==> config.mk <==
export PLATFORM = sky130hd
export DESIGN_NAME = dual_stage_watchdog
export DESIGN_NICKNAME = d
export VERILOG_FILES = /design/src/wdog_pkg.sv /design/src/dual_stage_watchdog.sv
export SDC_FILE = /design/constraint.sdc
export NUM_CORES = 1
export LEC_CHECK = 0
export BUFFER_PORTS_ARGS = -buffer_cell sky130_fd_sc_hd__buf_2
export CAP_MARGIN = 20
export CORE_MARGIN = 2
export CORE_UTILIZATION = 59
export DETAILED_ROUTE_END_ITERATION = 16
export PLACE_DENSITY = 0.83
export SYNTH_ARGS = -nofsm -noshare
export SYNTH_HDL_FRONTEND = slang
export SYNTH_SLANG_ARGS = --single-unit
==> constraint.sdc <==
create_clock -name mclk -period 3.39 [get_ports mclk]
set_clock_uncertainty 0.2 [all_clocks]
set_input_delay 0.1695 -clock mclk [delete_from_list [all_inputs] [get_ports mclk]]
set_output_delay 0.1695 -clock mclk [all_outputs]
set_load 0.02 [all_outputs]
==> src/wdog_pkg.sv <==
// Purpose: Shared constants and types for the two-stage watchdog.
// Assumes: 200 MHz mclk, APB register access with 32-bit data.
// Notes:   Offsets are byte addresses of aligned words.
package wdog_pkg;

   // Register byte offsets.
   localparam logic [7:0] OFS_CTRL    = 8'h00;
   localparam logic [7:0] OFS_ACTION  = 8'h04;
   localparam logic [7:0] OFS_TIME1   = 8'h08;
   localparam logic [7:0] OFS_TIME2   = 8'h0c;
   localparam logic [7:0] OFS_SERVICE = 8'h10;
   localparam logic [7:0] OFS_STATUS  = 8'h14;
   localparam logic [7:0] OFS_IRQ     = 8'h18;
   localparam logic [7:0] OFS_MASK    = 8'h1c;

   // Field positions.
   localparam int CTRL_EN_BIT  = 0;
   localparam int CTRL_SEL_BIT = 1;
   localparam int ACT2_LSB     = 4;

   // Service key, arbitrary value chosen for this block.
   localparam logic [31:0] SERVICE_KEY = 32'h0000_5a5a;

   // Reset values.
   localparam logic [31:0] TIME_RST   = 32'h0000_0400;
   localparam logic [3:0]  ACTION_RST = 4'h0;

   // Request pulses on the action outputs last PULSE_CYC + 1 cycles.
   localparam int PULSE_NS     = 20;
   localparam int CLK_NS       = 5;
   localparam int PULSE_CYC    = (PULSE_NS + CLK_NS - 1) / CLK_NS;

   // Interrupt status bits.
   localparam int IRQ_EXP1 = 0;
   localparam int IRQ_EXP2 = 1;

   // Action codes.
   localparam logic [3:0] ACT_NONE      = 4'h0;
   localparam logic [3:0] ACT_RESET     = 4'h1;
   localparam logic [3:0] ACT_DELAY     = 4'h5;
   localparam logic [3:0] ACT_PIN       = 4'h8;
   localparam logic [3:0] ACT_RESET_PIN = 4'h9;
   localparam logic [3:0] ACT_NMI_PIN   = 4'ha;
   localparam logic [3:0] ACT_SMI_PIN   = 4'hb;
   localparam logic [3:0] ACT_SCI_PIN   = 4'hc;
   localparam logic [3:0] ACT_DLY_PIN   = 4'hd;

   typedef enum logic [1:0] {ST_IDLE, ST_STAGE1, ST_STAGE2, ST_DONE} wd_state_e;

   // Action request outputs.
   typedef struct packed {
      logic reset_req;
      logic nmi_req;
      logic smi_req;
      logic sci_req;
   } action_s;

   // Whole state of the watchdog.
   typedef struct packed {
      wd_state_e    st;
      logic         enable;
      logic         pin_sel;
      logic [3:0]   act1;
      logic [3:0]   act2;
      logic [31:0]  time1;
      logic [31:0]  time2;
      logic [31:0]  count;
      logic         timeout_pin;
      logic [1:0]   irq_stat;
      logic [1:0]   irq_mask;
      action_s      act;
      logic [7:0]   pulse;
      logic [31:0]  prdata;
   } wd_reg_s;

endpackage : wdog_pkg

==> src/dual_stage_watchdog.sv <==
// Purpose: Two-stage watchdog timer with per-stage timeout and action code.
// Assumes: One clock mclk, asynchronous active-low reset, APB slave, zero wait states.
// Notes:   Timeout output is cleared only by reset.
`timescale 1ns/10ps
module dual_stage_watchdog (
   input  wire logic        mclk,
   input  wire logic        rst_n,
   input  wire logic        psel,
   input  wire logic        penable,
   input  wire logic        pwrite,
   input  wire logic [7:0]  paddr,
   input  wire logic [31:0] pwdata,
   output logic      [31:0] prdata,
   output logic             pready,
   output logic             pslverr,
   output logic             watchdog_timeout_out,
   output logic             reset_req,
   output logic             nmi_req,
   output logic             sys_mgmt_irq_req,
   output logic             sys_ctrl_irq_req,
   output logic             irq
);

   wdog_pkg::wd_reg_s r;
   wdog_pkg::wd_reg_s next_r;

   logic wr_en;
   logic rd_en;
   logic addr_ok;
   logic service;
   logic expire;
   logic [3:0] cur_act;
   logic cur_stage2;

   // APB access is taken in the access phase; the slave never stalls.
   assign wr_en   = psel && penable && pwrite;
   assign rd_en   = psel && penable && !pwrite;
   assign addr_ok = (paddr[1:0] == 2'b00) && (paddr <= wdog_pkg::OFS_MASK);
   assign service = wr_en && (paddr == wdog_pkg::OFS_SERVICE) && (pwdata == wdog_pkg::SERVICE_KEY);
   assign pready  = 1'b1;
   assign pslverr = psel && penable && !addr_ok;

   assign cur_stage2 = (r.st == wdog_pkg::ST_STAGE2);
   assign cur_act    = cur_stage2 ? r.act2 : r.act1;
   assign expire     = ((r.st == wdog_pkg::ST_STAGE1) || cur_stage2) && (r.count == 32'h0000_0001);

   // Helper: does an action code drive the timeout pin.
   function automatic logic code_has_pin(input logic [3:0] c);
      code_has_pin = c[3];
   endfunction : code_has_pin

   // Helper: an action code is legal for the given stage.
   function automatic logic [3:0] filter_code(input logic [3:0] c, input logic stage2);
      logic ok;
      ok = 1'b0;
      case (c)
         wdog_pkg::ACT_NONE, wdog_pkg::ACT_RESET, wdog_pkg::ACT_PIN,
         wdog_pkg::ACT_RESET_PIN, wdog_pkg::ACT_NMI_PIN, wdog_pkg::ACT_SMI_PIN,
         wdog_pkg::ACT_SCI_PIN, wdog_pkg::ACT_DLY_PIN: ok = 1'b1;
         wdog_pkg::ACT_DELAY: ok = !stage2;
         default: ok = 1'b0;
      endcase
      // An illegal code is stored as disabled so the stage never acts on garbage.
      filter_code = ok ? c : wdog_pkg::ACT_NONE;
   endfunction : filter_code

   // Next state: registers, sequencer, actions and interrupt status.
   always_comb begin
      next_r = r;
      // Action requests are short pulses, counted down here.
      if (r.pulse != 8'h00) begin
         next_r.pulse = r.pulse - 8'h01;
      end else begin
         next_r.act = '0;
      end

      if (wr_en) begin
         case (paddr)
            wdog_pkg::OFS_CTRL: begin
               next_r.enable  = pwdata[wdog_pkg::CTRL_EN_BIT];
               next_r.pin_sel = pwdata[wdog_pkg::CTRL_SEL_BIT];
            end
            wdog_pkg::OFS_ACTION: begin
               next_r.act1 = filter_code(pwdata[3:0], 1'b0);
               next_r.act2 = filter_code(pwdata[wdog_pkg::ACT2_LSB +: 4], 1'b1);
            end
            wdog_pkg::OFS_TIME1: next_r.time1 = (pwdata == 32'h0) ? 32'h1 : pwdata;
            wdog_pkg::OFS_TIME2: next_r.time2 = (pwdata == 32'h0) ? 32'h1 : pwdata;
            wdog_pkg::OFS_MASK:  next_r.irq_mask = pwdata[1:0];
            default: ;
         endcase
      end

      // Sequencer.
      case (r.st)
         wdog_pkg::ST_IDLE: begin
            if (r.enable) begin
               next_r.st    = wdog_pkg::ST_STAGE1;
               next_r.count = r.time1;
            end
         end
         wdog_pkg::ST_STAGE1, wdog_pkg::ST_STAGE2: begin
            next_r.count = r.count - 32'h1;
            // A disabled first stage is passed over after one cycle, so it delays stage two by one cycle only.
            if (!cur_stage2 && (r.act1 == wdog_pkg::ACT_NONE)) begin
               next_r.st    = wdog_pkg::ST_STAGE2;
               next_r.count = r.time2;
            end else if (expire) begin
               if (cur_act != wdog_pkg::ACT_NONE) begin
                  next_r.irq_stat[cur_stage2 ? wdog_pkg::IRQ_EXP2 : wdog_pkg::IRQ_EXP1] = 1'b1;
                  next_r.pulse = 8'(wdog_pkg::PULSE_CYC);
                  next_r.act.reset_req = (cur_act == wdog_pkg::ACT_RESET) ||
                                         (cur_act == wdog_pkg::ACT_RESET_PIN);
                  next_r.act.nmi_req = (cur_act == wdog_pkg::ACT_NMI_PIN);
                  next_r.act.smi_req = (cur_act == wdog_pkg::ACT_SMI_PIN);
                  next_r.act.sci_req = (cur_act == wdog_pkg::ACT_SCI_PIN);
                  // Pin attaches to the selected stage only; sticky until reset.
                  if (code_has_pin(cur_act) && (r.pin_sel == cur_stage2)) begin
                     next_r.timeout_pin = 1'b1;
                  end
               end
               if (cur_stage2) begin
                  next_r.st = wdog_pkg::ST_DONE;
               end else begin
                  next_r.st    = wdog_pkg::ST_STAGE2;
                  next_r.count = r.time2;
               end
            end
         end
         wdog_pkg::ST_DONE: ;
         default: next_r.st = wdog_pkg::ST_IDLE;
      endcase

      // Service restarts stage one from any running state.
      if (service && r.enable) begin
         next_r.st    = wdog_pkg::ST_STAGE1;
         next_r.count = r.time1;
      end
      if (wr_en && (paddr == wdog_pkg::OFS_CTRL) && !pwdata[wdog_pkg::CTRL_EN_BIT]) begin
         next_r.st = wdog_pkg::ST_IDLE;
      end

      // Write-one-to-clear, but a bit newly set by an event in the same cycle wins.
      if (wr_en && (paddr == wdog_pkg::OFS_IRQ)) begin
         next_r.irq_stat = next_r.irq_stat & ~(pwdata[1:0] & ~(next_r.irq_stat & ~r.irq_stat));
      end

      // Read data mux; unmapped addresses read zero.
      next_r.prdata = 32'h0;
      if (rd_en) begin
         case (paddr)
            wdog_pkg::OFS_CTRL:   next_r.prdata = {30'h0, r.pin_sel, r.enable};
            wdog_pkg::OFS_ACTION: next_r.prdata = {24'h0, r.act2, r.act1};
            wdog_pkg::OFS_TIME1:  next_r.prdata = r.time1;
            wdog_pkg::OFS_TIME2:  next_r.prdata = r.time2;
            wdog_pkg::OFS_STATUS: next_r.prdata = {r.count[27:0], r.timeout_pin, 1'b0, r.st};
            wdog_pkg::OFS_IRQ:    next_r.prdata = {30'h0, r.irq_stat};
            wdog_pkg::OFS_MASK:   next_r.prdata = {30'h0, r.irq_mask};
            default:              next_r.prdata = 32'h0;
         endcase
      end
   end

   // State register; everything resets to constants, which also clears the pin.
   always_ff @(posedge mclk or negedge rst_n) begin
      if (!rst_n) begin
         r          <= '0;
         r.st       <= wdog_pkg::ST_IDLE;
         r.act1     <= wdog_pkg::ACTION_RST;
         r.act2     <= wdog_pkg::ACTION_RST;
         r.time1    <= wdog_pkg::TIME_RST;
         r.time2    <= wdog_pkg::TIME_RST;
         r.count    <= 32'h0;
         r.timeout_pin <= 1'b0;
      end else begin
         r <= next_r;
      end
   end

   // Read data is presented combinationally so zero-wait reads see it in the access phase.
   always_comb begin
      prdata = 32'h0;
      if (rd_en) begin
         case (paddr)
            wdog_pkg::OFS_CTRL:   prdata = {30'h0, r.pin_sel, r.enable};
            wdog_pkg::OFS_ACTION: prdata = {24'h0, r.act2, r.act1};
            wdog_pkg::OFS_TIME1:  prdata = r.time1;
            wdog_pkg::OFS_TIME2:  prdata = r.time2;
            wdog_pkg::OFS_STATUS: prdata = {r.count[27:0], r.timeout_pin, 1'b0, r.st};
            wdog_pkg::OFS_IRQ:    prdata = {30'h0, r.irq_stat};
            wdog_pkg::OFS_MASK:   prdata = {30'h0, r.irq_mask};
            default:              prdata = 32'h0;
         endcase
      end
   end

   assign watchdog_timeout_out = r.timeout_pin;
   assign reset_req        = r.act.reset_req;
   assign nmi_req          = r.act.nmi_req;
   assign sys_mgmt_irq_req = r.act.smi_req;
   assign sys_ctrl_irq_req = r.act.sci_req;
   assign irq              = |(r.irq_stat & r.irq_mask);

   // Assertions.
   property p_skip_disabled;
      @(posedge mclk) disable iff (!rst_n)
      expire && (cur_act == wdog_pkg::ACT_NONE) |=> !reset_req && !nmi_req && !sys_mgmt_irq_req && !sys_ctrl_irq_req;
   endproperty
   a_skip_disabled: assert property (p_skip_disabled) else $error("Disabled stage acted.");

   property p_reset_act;
      @(posedge mclk) disable iff (!rst_n)
      expire && (cur_act == wdog_pkg::ACT_RESET) |=> reset_req && !nmi_req;
   endproperty
   a_reset_act: assert property (p_reset_act) else $error("Reset action missing.");

   property p_delay_stage2;
      @(posedge mclk) disable iff (!rst_n)
      r.act2 != wdog_pkg::ACT_DELAY;
   endproperty
   a_delay_stage2: assert property (p_delay_stage2) else $error("Delay code in stage two.");

   property p_pin_only;
      @(posedge mclk) disable iff (!rst_n)
      expire && (cur_act == wdog_pkg::ACT_PIN) |=> !reset_req && !nmi_req && !sys_mgmt_irq_req && !sys_ctrl_irq_req;
   endproperty
   a_pin_only: assert property (p_pin_only) else $error("Pin-only code raised a request.");

   property p_nmi_act;
      @(posedge mclk) disable iff (!rst_n)
      expire && (cur_act == wdog_pkg::ACT_NMI_PIN) |=> nmi_req [*2];
   endproperty
   a_nmi_act: assert property (p_nmi_act) else $error("NMI request too short.");

   property p_sci_act;
      @(posedge mclk) disable iff (!rst_n)
      expire && (cur_act == wdog_pkg::ACT_SCI_PIN) |=> sys_ctrl_irq_req;
   endproperty
   a_sci_act: assert property (p_sci_act) else $error("SYS_CTRL_IRQ_REQ request missing.");

   property p_pin_sel;
      @(posedge mclk) disable iff (!rst_n)
      expire && cur_act[3] && (r.pin_sel == cur_stage2) |=> watchdog_timeout_out;
   endproperty
   a_pin_sel: assert property (p_pin_sel) else $error("Timeout pin not asserted.");

   property p_pin_sticky;
      @(posedge mclk) disable iff (!rst_n)
      watchdog_timeout_out |=> watchdog_timeout_out;
   endproperty
   a_pin_sticky: assert property (p_pin_sticky) else $error("Timeout pin cleared at runtime.");

   property p_service;
      @(posedge mclk) disable iff (!rst_n)
      service && r.enable && !(wr_en && paddr == wdog_pkg::OFS_CTRL) |=> (r.st == wdog_pkg::ST_STAGE1) && (r.count == $past(r.time1));
   endproperty
   a_service: assert property (p_service) else $error("Service did not restart stage one.");

   property p_stage_seq;
      @(posedge mclk) disable iff (!rst_n)
      expire && !cur_stage2 && !service && !wr_en |=> (r.st == wdog_pkg::ST_STAGE2);
   endproperty
   a_stage_seq: assert property (p_stage_seq) else $error("Stage two did not follow.");

endmodule : dual_stage_watchdog

* Word level (Yosys, flattened, before mapping)
Memories as Yosys holds them, arrays and structs flattened.
Cells that the tools add are included.
** Cells by class
- Shift-type cells :: 0
- Add/sub/neg operators :: 2
- Multiplexer cells :: 37
- Divide/modulo/power cells :: 0
- Reductions and logical operators :: 40
- $mul :: 0
- Bitwise logic cells :: 9
- $lt $le $gt $ge :: 3
- Equality and inequality tests :: 20
** Operators by type and width (number)
- 32-bit one-hot mux with 7 select lines :: 1
- 32-bit two-way mux :: 6
- 32-bit one-hot mux with 2 select lines :: 1
- 12-bit two-way mux :: 4
- 35-bit two-way mux :: 1
- 32-bit by 1-bit == test with 1-bit output, second input constant :: 1
- 32-bit by 15-bit == test with 1-bit output, second input constant :: 1
- 8-bit by 5-bit == test with 1-bit output, second input constant :: 4
- 32-bit logical NOT :: 1
- 32-bit by 1-bit subtractor with 32-bit output, second input constant :: 1
- 4-bit == test, second input constant :: 4
- 8-bit by 4-bit == test with 1-bit output, second input constant :: 2
- 2-bit two-way mux :: 8
- 4-bit two-way mux :: 4
- 1-bit logical AND :: 15
- 2-bit AND reduction :: 6
- 2-bit AND :: 4
- 8-bit by 3-bit == test with 1-bit output, second input constant :: 1
- 8-bit by 5-bit less-or-equal comparator with 1-bit output, second input constant :: 1
- 8-bit logical NOT :: 1
- 1-bit two-way mux :: 8
- 8-bit two-way mux :: 1
- 4-bit nonzero test :: 2
- 8-bit nonzero test :: 1
- 24 further kinds :: 32
** Word-level totals
- Memory bits (writable) :: 0
- Word-level logic and storage cells :: 129
- ROM bits :: 32
- Input port bits :: 45
- Memories :: 2
- Register bits :: 125
- Bits in latches :: 0
** Memories
- (no name shown) :: depth 16, bits a word 1, read ports 1, clocked after memory_dff 0, write ports 0, RTL line dual_stage_watchdog.sv:56 : case (c)
- (no name shown) :: depth 16, bits a word 1, read ports 1, clocked after memory_dff 0, write ports 0, RTL line dual_stage_watchdog.sv:56

* Longest topological paths before layout
- Depth after elaboration :: 17
- Gate-level depth with buffers :: 10
- Mapped depth without buffers :: 8

* Least setup slack after synthesis
OpenSTA, ideal clock, no wires.
- Path kind :: reg2reg
- From :: register r[156] (netlist bit)
- To :: register r[71] (netlist bit)
- Period minus slack after synthesis :: 2524 ps
- Cell stages (with the launch flop) :: 11
- Setup time :: 73 ps
- Arrival :: 2251 ps
- Slack :: 866 ps
- Cells stage by stage :: dfrtp_1 inv_1 ha_1 buf_2 nor4bb_1 and3_1 nand4_4 and2_1 clkbuf_1 a211o_1 a21oi_2
** Between the ends
- Cells in the longest elaborated chain, start to end :: 7
- Elaborated cells on any way between the ends :: 16
- Classes of those cells :: eq/ne: 3; mux: 5; reduce/logical: 8
** Ends and longest elaborated chain
- start: declaration :: RTL line dual_stage_watchdog.sv:24 : wdog_pkg::wd_reg_s r;
- start signal: assignment :: RTL line dual_stage_watchdog.sv:176 : r <= next_r;
- 2-bit by 1-bit == test with 1-bit output / 2-bit == test (equally long branches) :: RTL line dual_stage_watchdog.sv:45, dual_stage_watchdog.sv:95, dual_stage_watchdog.sv:43
- 1-bit logical OR :: RTL line dual_stage_watchdog.sv:45 : assign expire = ((r.st == wdog_pkg::ST_STAGE1) || cur_stage2) && (r.count == 32'h0000_0001);
- 1-bit logical AND :: RTL line dual_stage_watchdog.sv:45
- 35-bit two-way mux :: RTL line dual_stage_watchdog.sv:108 : end else if (expire) begin
- 32-bit two-way mux :: RTL line dual_stage_watchdog.sv:105 : if (!cur_stage2 && (r.act1 == wdog_pkg::ACT_NONE)) begin
- 32-bit one-hot mux with 2 select lines :: RTL line dual_stage_watchdog.sv:95 : case (r.st)
- 32-bit two-way mux :: RTL line dual_stage_watchdog.sv:135 : if (service && r.enable) begin
Several ways; a longest one is shown, not always the timed one.
A chain may end at the register's enable or synchronous reset.

* Final worst setup path
- From :: input pwdata[0]
- To :: register r[156] (netlist bit)
** Between the ends
- Cells in the longest elaborated chain, start to end :: 5
- Elaborated cells on any way between the ends :: 11
- Classes of those cells :: eq/ne: 3; mux: 2; reduce/logical: 6
** Ends and longest elaborated chain
- start: declaration :: RTL line dual_stage_watchdog.sv:12 : input wire logic [31:0] pwdata,
- 32-bit by 15-bit == test with 1-bit output :: RTL line dual_stage_watchdog.sv:39 : assign service = wr_en && (paddr == wdog_pkg::OFS_SERVICE) && (pwdata == wdog_pkg::SERVICE_KEY);
- 1-bit logical AND :: RTL line dual_stage_watchdog.sv:39
- 1-bit logical AND :: RTL line dual_stage_watchdog.sv:135
- 5-bit inequality test (no line) (tied with other cells)
- 3-bit AND reduction (no line) / 2-bit two-way mux (equally long branches)
Several ways; a longest one is shown, not always the timed one.

==> metrics <==
Clock Tree Buf Depth 2; Setup CP Type input port to flop; Routed Wire Length roughly 22 mm; Comb power frac 0.430; overall power between 6000 and 7000 uW; Final Critical Period between 3 and 4 ns; RSZ-0062 raised after global routing false; Reg-to-Reg End r[64]; chip width roughly 120 um; Final Hold Viols 0; initial antenna violation count 0; vias in the first global route roughly 7300; Cell Int Power approximately 4000 uW; ant diodes 0; critical-path cell list dlygate4sd3_1 -> buf_2 -> nor4_1 -> nand4_1 -> nor4_4 -> buf_4 -> o31a_4 -> nand3_1 -> a31oi_1; # setup viols final 0; CP Max Fanout 33; final period utilization 0.9425; routed wire length per instance between 20 and 25 um; Initial DRT Pass Iterations 7; Core ar. approximately 12000 um^2; Synth Warn # 0; Die Y roughly 120 um; DR vias approximately 7000; most frequent cells in the layout dfrtp_1, nor2_1, buf_2, a21oi_1, mux2_2; die area roughly 14000 um^2; status completed; CP delay by family, top simple AND/OR/NAND/NOR gates; Hold Crit Class input port to flop; gr usage total 0.3457; I/O pins between 80 and 90; CP max stage delay 0.54 ns; Mapped Avg Cell Area between 9 and 10 um^2; worst slew pin tran between 0.8 and 0.9 ns; final instance area ~9000 um^2; normalized max-slew margin 0.4014; grt total ovfl 0; sw frac 0.4159; Buf+Inv Stages, Crit Path 3; net load switching power roughly 2800 uW; iteration-0 DRC count of the detailed router around 990; # nets final approximately 920; clock slew at reported path FFs about 0.050 ns; Num CTS Buffers 17; DRC 0; worst slack, placed a little under 0.4 ns; critical path data arrival time 3.33 ns; HP Start penable; sequential power share 0.327; Synth Register Bits 125; FP Rows 40; CTS Sinks 125; R2R setup slack 0.51 ns; HPWL Detailed roughly 14 mm; Syn Nets 812; filler cell count 880; most common cell after layout, fill and taps aside dfrtp_1; sequential area share after synthesis 0.4216; global-route wire length before repair 35.89 mm; clock root cell clkbuf_16; CTS tree built; Min-Delay Path Depth 4; Critical-path top delay cell dlygate4sd3_1; Buffers on Ports 83; Placer Congestion 0.9954; worst setup margin 0.1949 ns; asr flop ratio synth 1.000; maximum VDD drop ~470 uV; CP startpoint kind input port; TNS Setup 0 ns; Yosys cell types 70; htree depth 4; area grow syn2layout 19.49%; Max Fclk ~0.31 GHz; hold path endpoint r[47]; utilization after layout 0.7296; Post-DP Area approximately 8000 um^2; Synth Instances approximately 760; Post-synth EDFFs 0; Worst-Skew Late Latency ~0.42 ns; Pleak 0.003887 uW; # Post-CTS Setup Buffers 0; most common flop cell mapped by yosys dfrtp_1; Reg-to-Reg Start r[59]; Pwr per Cell Area ~760 nW/um^2; Mapped Area 7426 um^2; Critical Path End Type flop; Max Cap Viol 0; Reg2Reg Depth 7; Routed Antenna Nets 0; post-CTS sizing 0; final-report max-slew violation count 0; largest net degree at the start of global routing 67; layout cells sized above 1 0.2663; Worst EP required ~3.5 ns; Vias/cell 6.733; clock power share 0.243; initial core utilization 0.6106
-- final cells by class --
cell class	instances	area, um^2	area share
clock buffers	28	516.7	0.05823
clock inverters	1	5.005	0.0005640
inverters	14	52.55	0.005922
multi-input cells	564	3958	0.4460
flip-flops and latches	125	3131	0.3528
well taps	168	210.2	0.02369
repair buffers	143	1001	0.1128
-- tightest hold or removal path: stages --
cell     delay (ns)
buf_2          0.11
nand3_1        0.11
nor3_1         0.08
a31oi_1        0.18
-- synthesized netlist by cell type, types with 15 or more instances --
cell type  number  area, um^2
dfrtp_1       123        3078
a21oi_2        17       148.9
nor2_1         88       330.3
nand3_1        20       100.1
a222oi_1       30       300.3
o21ai_0        22       110.1
xor2_1         15       131.4
nand2_1        44       165.2
a21oi_1        71       355.3
a211o_1        15       131.4
nor3_1         18       90.09
clkbuf_1       35       131.4
mux2_2         67       754.5
xnor2_1        17       148.9
-- state kept, by name (all words and copies together) (netlist names) --
signal                count
r                       120
nmi_req                   1
reset_req                 1
sys_ctrl_irq_req          1
sys_mgmt_irq_req          1
watchdog_timeout_out      1
-- power groups by stage --
stage / sequential (uW) / clock (uW) / combinational (uW)
6_report: 2200 / 1630 / 2890
5_1_grt: 2220 / 1700 / 3160
4_1_cts: 2180 / 1640 / 2800
3_5_place_dp: 2190 / 0 / 2760
3_3_place_gp: 2180 / 0 / 2600
2_1_floorplan: 2040 / 0 / 2330
-- worst max path at each step --
stage	depth (start not counted)	endpoint	slack [ns]	from
6_report	9	r[156]	0.19	pwdata[0]
5_1_grt	9	r[156]	0.07	pwdata[0]
4_1_cts	9	r[156]	0.26	pwdata[0]
3_5_place_dp	8	r[156]	0.39	pwdata[0]
3_3_place_gp	8	r[156]	0.52	pwdata[0]
2_1_floorplan	10	r[71]	0.87	r[156]
-- stage by stage --
| step | std cells | hold WS, ns |
|---|---|---|
| 2_1_floorplan | 759 | -0.3261 |
| 3_3_place_gp | 975 | 0.1189 |
| 3_5_place_dp | 976 | 0.1303 |
| 4_1_cts | 1042 | 0.07150 |
| 5_1_grt | 1043 | 0.1044 |
| 6_report | 1043 | 0.08861 |
-- cells by family (layout without fill, tap and decap cells) --
group / after synthesis / count (layout) / share of synthesized area
simple gates: 241 / 241 / 0.1675
compound gates: 210 / 210 / 0.2025
flops: 125 / 125 / 0.4216
mux: 72 / 72 / 0.1083
buf+inv: 70 / 186 / 0.04836
xor+xnor: 32 / 32 / 0.03774
fa+ha+maj: 8 / 8 / 0.01348
other cells: 1 / 1 / 0.0005050
-- per-layer routing --
metal	part of all wire	GRT usage	vias to the layer above
li1	-	-	3052
met1	0.38	0.4121	3441
met2	0.50	0.5887	461
met3	0.091	0.08511	69
met4	0.032	0.1683	0
met5	0	0	-
-- repair_timing --
| action | CTS | global route |
|---|---|---|
| setup endpoints to repair | 0 | 0 |
| endpoints found under the hold margin | 139 | 0 |
| hold buffers | 37 | 0 |
Power figures use the tool's default switching activity.
